==> src/rtl/dmpg_pkg.sv <==
// Constants and types for the dead-time mode and power-up gate block
package dmpg_pkg;
  localparam int unsigned CLK_PERIOD_NS = 40;
  localparam int unsigned OPEN_FILT_NS  = 3000;
  localparam int unsigned SHORT_FILT_NS = 2000;
  localparam int unsigned POWERUP_NS    = 18000;
  localparam int unsigned MIN_GAP_NS    = 10;
  localparam int unsigned NS_PER_KOHM   = 10;

  // Least times round up, never below one cycle
  localparam int unsigned OPEN_FILT_CYC  = (OPEN_FILT_NS + CLK_PERIOD_NS - 1) / CLK_PERIOD_NS;
  localparam int unsigned SHORT_FILT_CYC = (SHORT_FILT_NS + CLK_PERIOD_NS - 1) / CLK_PERIOD_NS;
  localparam int unsigned POWERUP_CYC    = (POWERUP_NS + CLK_PERIOD_NS - 1) / CLK_PERIOD_NS;
  localparam int unsigned MIN_GAP_RAW    = (MIN_GAP_NS + CLK_PERIOD_NS - 1) / CLK_PERIOD_NS;
  localparam int unsigned MIN_GAP_CYC    = (MIN_GAP_RAW < 1) ? 1 : MIN_GAP_RAW;

  localparam logic [6:0]  OPEN_LIMIT  = 7'(OPEN_FILT_CYC);
  localparam logic [6:0]  SHORT_LIMIT = 7'(SHORT_FILT_CYC);
  localparam logic [8:0]  PWR_LIMIT   = 9'(POWERUP_CYC);
  localparam logic [6:0]  MIN_GAP     = 7'(MIN_GAP_CYC);
  localparam logic [8:0]  RES_MIN     = 9'h001;
  localparam logic [8:0]  RES_MAX     = 9'h12c;
  localparam logic [11:0] NS_PER_K12  = 12'(NS_PER_KOHM);
  localparam logic [11:0] PERIOD12    = 12'(CLK_PERIOD_NS);

  typedef enum logic [2:0] {
    DMPG_MIN_GAP = 3'b001,
    DMPG_RES_GAP = 3'b010,
    DMPG_OVERLAP = 3'b100
  } dmpg_mode_t;

  typedef struct packed {
    dmpg_mode_t mode;
    dmpg_mode_t cand;
    logic [6:0] filt;
    logic [8:0] pwr;
    logic       ready;
    logic       out_a;
    logic       out_b;
    logic [6:0] off_a;
    logic [6:0] off_b;
  } dmpg_state_t;
endpackage

==> src/rtl/dmpg_gate.sv <==
// Dead-time mode selection, dead-time insertion and power-up output gating
`timescale 1ns/1ns
`default_nettype none
module dmpg_gate (
  // Clock and reset
  input  wire logic       core_clk,
  input  wire logic       nrst,
  // Channel inputs from the controller
  input  wire logic       channel_a_input,
  input  wire logic       channel_b_input,
  // Select pin comparators and programmed resistance in kilohms
  input  wire logic       gap_pin_high,
  input  wire logic       gap_pin_low,
  input  wire logic [8:0] gap_set_resistor,
  // Output-side supply status
  input  wire logic       supply_por_ok,
  input  wire logic       supply_low_lockout_ok,
  // Gate outputs and status
  output logic            channel_a_gate_out,
  output logic            channel_b_gate_out,
  output logic [2:0]      gap_mode,
  output logic            output_ready
);
  dmpg_pkg::dmpg_state_t st_reg;
  dmpg_pkg::dmpg_state_t st_next;
  logic [6:0]            gap_cyc;
  dmpg_pkg::dmpg_mode_t  pin_mode;
  logic [6:0]            limit;

  function automatic dmpg_pkg::dmpg_mode_t decode_pin(input logic hi, input logic lo);
    if (hi)
      return dmpg_pkg::DMPG_OVERLAP;
    else if (lo)
      return dmpg_pkg::DMPG_MIN_GAP;
    else
      return dmpg_pkg::DMPG_RES_GAP;
  endfunction

  function automatic logic [6:0] res_cycles(input logic [8:0] r);
    logic [8:0]  rc;
    logic [11:0] ns;
    rc = (r < dmpg_pkg::RES_MIN) ? dmpg_pkg::RES_MIN :
         (r > dmpg_pkg::RES_MAX) ? dmpg_pkg::RES_MAX : r;
    ns = {3'h0, rc} * dmpg_pkg::NS_PER_K12;
    return 7'((ns + dmpg_pkg::PERIOD12 - 12'h001) / dmpg_pkg::PERIOD12);
  endfunction

  always_comb
  begin
    st_next  = st_reg;
    pin_mode = decode_pin(gap_pin_high, gap_pin_low);
    // Open filter is the longer one; short and resistor share the 2 us window
    limit    = (st_reg.cand == dmpg_pkg::DMPG_OVERLAP) ? dmpg_pkg::OPEN_LIMIT
                                                       : dmpg_pkg::SHORT_LIMIT;
    unique case (st_reg.mode)
      dmpg_pkg::DMPG_MIN_GAP: gap_cyc = dmpg_pkg::MIN_GAP;
      dmpg_pkg::DMPG_RES_GAP: gap_cyc = res_cycles(gap_set_resistor);
      dmpg_pkg::DMPG_OVERLAP: gap_cyc = 7'h00;
      default:                gap_cyc = dmpg_pkg::MIN_GAP;
    endcase

    // Mode filter: a new level must persist for the whole window
    if (pin_mode != st_reg.cand)
    begin
      st_next.cand = pin_mode;
      st_next.filt = 7'h01;
    end
    else if (st_reg.filt < limit)
      st_next.filt = st_reg.filt + 7'h01;
    if (pin_mode == st_reg.cand && st_reg.filt >= limit)
      st_next.mode = st_reg.cand;

    // Power-up gate: restarts whenever the supply drops below reset
    if (!supply_por_ok)
      st_next.pwr = 9'h000;
    else if (st_reg.pwr < dmpg_pkg::PWR_LIMIT)
      st_next.pwr = st_reg.pwr + 9'h001;
    st_next.ready = supply_por_ok && supply_low_lockout_ok
                    && st_reg.pwr >= dmpg_pkg::PWR_LIMIT;

    // Off-time counters stop one short of all ones so off + 1 never wraps
    st_next.off_a = st_reg.out_a ? 7'h00 : (st_reg.off_a == 7'h7e ? 7'h7e : st_reg.off_a + 7'h01);
    st_next.off_b = st_reg.out_b ? 7'h00 : (st_reg.off_b == 7'h7e ? 7'h7e : st_reg.off_b + 7'h01);

    if (!st_reg.ready)
    begin
      st_next.out_a = 1'b0;
      st_next.out_b = 1'b0;
    end
    else if (st_reg.mode == dmpg_pkg::DMPG_OVERLAP)
    begin
      st_next.out_a = channel_a_input;
      st_next.out_b = channel_b_input;
    end
    else
    begin
      // Both inputs high is shoot-through: both stay off
      st_next.out_a = channel_a_input && !channel_b_input && !st_reg.out_b
                      && (st_reg.off_b + 7'h01 >= gap_cyc);
      st_next.out_b = channel_b_input && !channel_a_input && !st_reg.out_a
                      && (st_reg.off_a + 7'h01 >= gap_cyc);
    end
  end

  always_ff @(posedge core_clk or negedge nrst)
  begin
    if (!nrst)
    begin
      st_reg       <= '0;
      st_reg.mode  <= dmpg_pkg::DMPG_MIN_GAP;
      st_reg.cand  <= dmpg_pkg::DMPG_MIN_GAP;
      st_reg.off_a <= 7'h7e;
      st_reg.off_b <= 7'h7e;
    end
    else
      st_reg <= st_next;
  end

  assign channel_a_gate_out = st_reg.out_a;
  assign channel_b_gate_out = st_reg.out_b;
  assign gap_mode           = st_reg.mode;
  assign output_ready       = st_reg.ready;

  // Assertion helper: consecutive samples of the high comparator
  logic [7:0] run_hi;
  always_ff @(posedge core_clk or negedge nrst)
  begin
    if (!nrst)
      run_hi <= 8'h00;
    else if (!gap_pin_high)
      run_hi <= 8'h00;
    else if (run_hi != 8'hff)
      run_hi <= run_hi + 8'h01;
  end
endmodule // dmpg_gate
`default_nettype wire

==> config.mk <==
export PLATFORM = sky130hd
export DESIGN_NAME = dmpg_gate
export DESIGN_NICKNAME = d
export VERILOG_FILES = /design/src/rtl/dmpg_pkg.sv /design/src/rtl/dmpg_gate.sv
export SDC_FILE = /design/constraint.sdc
export NUM_CORES = 1
export LEC_CHECK = 0
export ABC_CLOCK_PERIOD_IN_PS = 3500
export BUFFER_PORTS_ARGS = -buffer_cell sky130_fd_sc_hd__buf_2
export CAP_MARGIN = 25
export CORE_MARGIN = 1.5
export CORE_UTILIZATION = 55
export CTS_CLUSTER_DIAMETER = 60
export DETAILED_ROUTE_END_ITERATION = 8
export MAX_ROUTING_LAYER = met4
export PLACE_DENSITY = 0.72
export SYNTH_ARGS = -nofsm -noshare
export SYNTH_HDL_FRONTEND = slang
export SYNTH_SLANG_ARGS = --single-unit
==> constraint.sdc <==
create_clock -name core_clk -period 3.5 [get_ports core_clk]
set_clock_uncertainty 0.05 [all_clocks]
set_input_delay 0.35 -clock core_clk [delete_from_list [all_inputs] [get_ports core_clk]]
set_output_delay 0.35 -clock core_clk [all_outputs]
set_load 0.03 [all_outputs]
**Word-level counts from Yosys, hierarchy flattened**

Cells that the tools add are included.

- Flip-flop bits (word level): 39
- Input bits: 17

- Multipliers: 1
- Add/sub/neg operators: 6
- Reductions and logical operators: 14
- Divide/modulo/power cells: 1
- Eq/ne operators: 8
- $lt $le $gt $ge: 8
- Multiplexer cells: 16

Operator list:

| cell | number |
|---|---|
| two-way mux 7 bit | 7 |
| two-way mux 9 bit | 4 |
| adder 7 x 1 -> 7 bit (second input constant) | 3 |
| greater-or-equal comparator 7 bit | 3 |
| equality test 7 bit (second input constant) | 2 |
| case mux 7 bit (2 select lines) | 1 |
| adder 12 x 6 -> 12 bit (second input constant) | 1 |
| divider 12 x 6 -> 12 bit (second input constant) | 1 |
| subtractor 12 x 1 -> 12 bit (second input constant) | 1 |
| multiplier 9 x 3 -> 11 bit (second input constant) | 1 |
| adder 9 x 1 -> 9 bit (second input constant) | 1 |
| greater-or-equal comparator 9 bit (second input constant) | 1 |
| > comparator 9 bit (second input constant) | 1 |
| logical AND 1 bit | 9 |
| < comparator 9 x 1 -> 1 bit (second input constant) | 1 |
| < comparator 9 bit (second input constant) | 1 |
| < comparator 7 bit | 1 |
| equality test 3 bit (second input constant) | 2 |
| two-way mux 2 bit | 3 |
| logical NOT 1 bit | 4 |
| equality test 3 x 2 -> 1 bit (second input constant) | 1 |
| equality test 3 bit | 1 |
| two-way mux 3 bit | 1 |
| inequality test 3 bit | 1 |
| 2 further kinds | 2 |

**Longest topological paths before layout**

- Depth in word-level cells: 12
- Gate-level depth with buffers: 38

**Least setup slack after synthesis**

OpenSTA, ideal clock, no wires.

- Path kind: input to register
- Start: input port gap_set_resistor[8]
- End: register st_reg (netlist bit channel_a_gate_out)
- Library setup time: 0.120 ns
- Data required time: 3.330 ns
- Setup slack: -4.713 ns
- Arrival time: 8.043 ns
- Buffers on the path: 3
- Cell stages on the path: 37
- Cells stage by stage: buf_2 and2_1 a21oi_2 nand2b_1 ha_1 ha_1 fa_1 a211oi_2 nor2_1 nor4_4 o21ai_2 buf_6 or4_1 and2_4 a311o_2 a211oi_2 xnor2_2 and2_1 a311oi_2 or3_1 buf_6 mux2_4 o21a_1 mux2_2 a311o_1 o211ai_2 ha_1 nand2b_1 a21o_1 a21o_1 a21oi_1 nor2b_1 o21ai_0 nand2b_1 a21oi_1 o31ai_1 and3_1

RTL lines:

| what | RTL line | text |
|---|---|---|
| from (decl) | dmpg_gate.sv:14 | `input wire logic [8:0] gap_set_resistor,` |
| to (signal assigned) | dmpg_gate.sv:116 | `st_reg <= st_next;` |
| to (decl) | dmpg_gate.sv:24 | `dmpg_pkg::dmpg_state_t st_reg;` |

==> flow_metrics.env <==
export IMPL_worst_path_buf_inv=3
export IMPL_synth_nets=642
export IMPL_synthArstFlopShare_pct=100
export IMPL_die_h_um=97.8
export IMPL_ys_types=92
export IMPL_num_antenna_cells=0
export IMPL_synth_edf_count=0
export IMPL_setup_slack_ns=-4.06
export IMPL_clk_latency_ns=0.29
export IMPL_highest_layer="met4"
export IMPL_area_growth_pct=41.4
export IMPL_crit_top_cell="a21o_1"
export IMPL_routedWlPerCell_um=16.6
export IMPL_drtIter0Drc=196
export IMPL_antenna_found_initial=0
export IMPL_overflow=0
export IMPL_gp_congestion=0.950
export IMPL_avgSynthCellArea_um2=8.48
export IMPL_leakage_nw=3.12
export IMPL_crit_required_ns=3.63
export IMPL_numCtsBuffers=5
export IMPL_hold_violations=0
export IMPL_maxCapViolCount=0
export IMPL_grt_max_degree=40
export IMPL_setup_viol=2
export IMPL_portBuffers=22
export IMPL_ys_seq_elements=39
export IMPL_yosys_warnings=0
export IMPL_comb_power_share_pct=81.8
export IMPL_fin_nets=834
export IMPL_htreeDepth=2
export IMPL_power_frac_clock_pct=8.9
export IMPL_fin_crit_sh_pct=216
export IMPL_synth_area_um2=4940
export IMPL_violations="negative setup slack"
export IMPL_place_hpwl_mm=10.7
export IMPL_fmax_mhz=132
export IMPL_internal_power_w=0.00280
export IMPL_crit_arrival_ns=7.69
export IMPL_synthFlopType="dfrtp_1"
export IMPL_endpoint_kind="register"
export IMPL_crit_slowest_cell="or4_4"
export IMPL_fin_crit_ns=7.56
export IMPL_clk_path_buf_depth=2
export IMPL_wl_met3_um=503
export IMPL_critPathKind="in2reg"
export IMPL_switching_share_pct=44.4
export IMPL_cts_tree="yes"
export IMPL_post_drt_via_cell_ratio=5.99
export IMPL_largest_reg_flops=33
export IMPL_chipWidth_um=97.8
export IMPL_final_setup_tns_ns=-8.10
export IMPL_clkSinkCount=39
export IMPL_finalWirelength_mm=14.7
export IMPL_postRouteAntennaNets=0
export IMPL_path_max_fanout=7
export IMPL_drc=0
export IMPL_cts_root_buf="clkbuf_8"
export IMPL_worst_pin_slew_ns=0.852
export IMPL_pwr_share_seq_pct=9.3
export IMPL_initial_core_util_pct=56.7
export IMPL_wl_met2_mm=7.56
export IMPL_finish_utilization_pct=80.2
export IMPL_p_switching_w=0.00224
export IMPL_ioPinCount=23
export IMPL_syn_inst=583
export IMPL_vias=5297
export IMPL_grt_setup_unrepaired="true"
export IMPL_cp_start_kind="input pin"
export IMPL_place_ws_ns=-4.45
export IMPL_drive_above_1_share_pct=41.4
export IMPL_drv_slew=0
export IMPL_track_usage_pct=30.1
export IMPL_irDropWorstVdd_uv=473
export IMPL_cpPeakStageDelay_ns=0.51
export IMPL_grt_pass1_wl_mm=23.7
export IMPL_power_w=0.00504
export IMPL_path_clk_slew_ns=0.08
export IMPL_holdWs_ns=0.117
export IMPL_hold_path_class="in2async"
export IMPL_dr_pass1_iters=5
export IMPL_core_um2=8720
export IMPL_ys_seq_area_share_pct=20.1
export IMPL_grt_pass1_vias=5308
export IMPL_outcome="complete, but fails checks"
export IMPL_drt_met1_wl_mm=6.36
export IMPL_powerDensity_nw_per_um2=721
export IMPL_die_area_um2=9570
export IMPL_maxSlewHeadroom_pct=43.2
export IMPL_path_delay_family="compound AO/OA/AOI/OAI gates"
export IMPL_num_rows=34
[placed cells by master, fill, tap and decap left out, drive strengths merged, types with 22 or more instances in the layout]
cell   Yosys  layout
nand2     32      32
buf       13     206
dfrtp     25      25
o21ai     29      29
xnor2     34      34
ha        41      41
nor2      43      43
nand3     24      24
inv       22      22
a21oi     49      49
[layout make-up]
class / instances / area (um^2)
multi-input cells: 501 / 4130
fillers: 585 / 1730
repair buffers: 206 / 1510
flip-flops and latches: 39 / 993
well taps: 108 / 135
inverters: 22 / 82.6
clock buffers: 5 / 68.8
clock inverters: 3 / 67.6
[power by group through the flow]
| stage | clock (W) | sequential [W] | combinational [W] |
|---|---|---|---|
| 2_1_floorplan | 0 | 0.000475 | 0.00200 |
| 3_3_place_gp | 0 | 0.000477 | 0.00325 |
| 3_5_place_dp | 0 | 0.000477 | 0.00333 |
| 4_1_cts | 0.000453 | 0.000469 | 0.00364 |
| 5_1_grt | 0.000474 | 0.000471 | 0.00438 |
| 6_report | 0.000447 | 0.000470 | 0.00413 |
[final timing paths]
| kind | from | end | slack [ns] | depth (start not counted) |
|---|---|---|---|---|
| min in group core_clk | gap_pin_high | st_reg[35] | 0.20 | 1 |
| hold / removal | nrst | st_reg[27] | 0.12 | 1 |
| max in group asynchronous | nrst | st_reg[18] | 2.75 | 1 |
| hold reg to reg | st_reg[35] | gap_mode[2] | 0.49 | 1 |
| setup / recovery | gap_set_resistor[2] | channel_b_gate_out | -4.06 | 37 |
| setup reg to reg | gap_mode[0] | channel_b_gate_out | 0.34 | 16 |
[cell families (layout without fill, tap and decap cells)]
family | Yosys count | after routing | synth area share (%)
AOI/OAI and AO/OA | 193 | 193 | 29.1
xor gates and xnor gates | 51 | 51 | 9.64
adders and majority gates | 42 | 42 | 10.8
buffers and inverters | 43 | 236 | 4.35
DFF | 39 | 39 | 20.1
muxes | 13 | 13 | 2.91
and+or+nand+nor | 202 | 202 | 23.1
[per-layer routing]
layer | track usage [%] | vias to the layer above
li1 | - | 2576
met1 | 36.8 | 2567
met2 | 53.2 | 125
met3 | 3.72 | 29
met4 | 6.81 | 0
met5 | - | -
[repair_timing]
| item | in CTS | in global routing |
|---|---|---|
| pin swaps | 23 | 22 |
| resized for setup | 31 | 34 |
| buffers inserted | 9 | 7 |
| endpoints found under the setup margin | 2 | 2 |
| hold buffers | 0 | 0 |
[Yosys cell counts (14+ instances only)]
master	instances	area, um^2
a21o_1	15	113
xor2_1	15	131
nor2_1	41	154
a21oi_1	46	230
o21ai_0	24	120
nand3_1	23	115
dfstp_2	14	368
nand2b_1	14	87.6
inv_1	22	82.6
nand2_1	32	120
xnor2_1	32	280
dfrtp_1	25	626
ha_1	41	513
[per-stage QoR]
stage / cells / area, um^2
5_1_grt: 884 / 6990
4_1_cts: 877 / 6760
3_3_place_gp: 860 / 6400
6_report: 884 / 6990
3_5_place_dp: 860 / 6400
2_1_floorplan: 583 / 5030
Power figures use the tool's default switching activity.
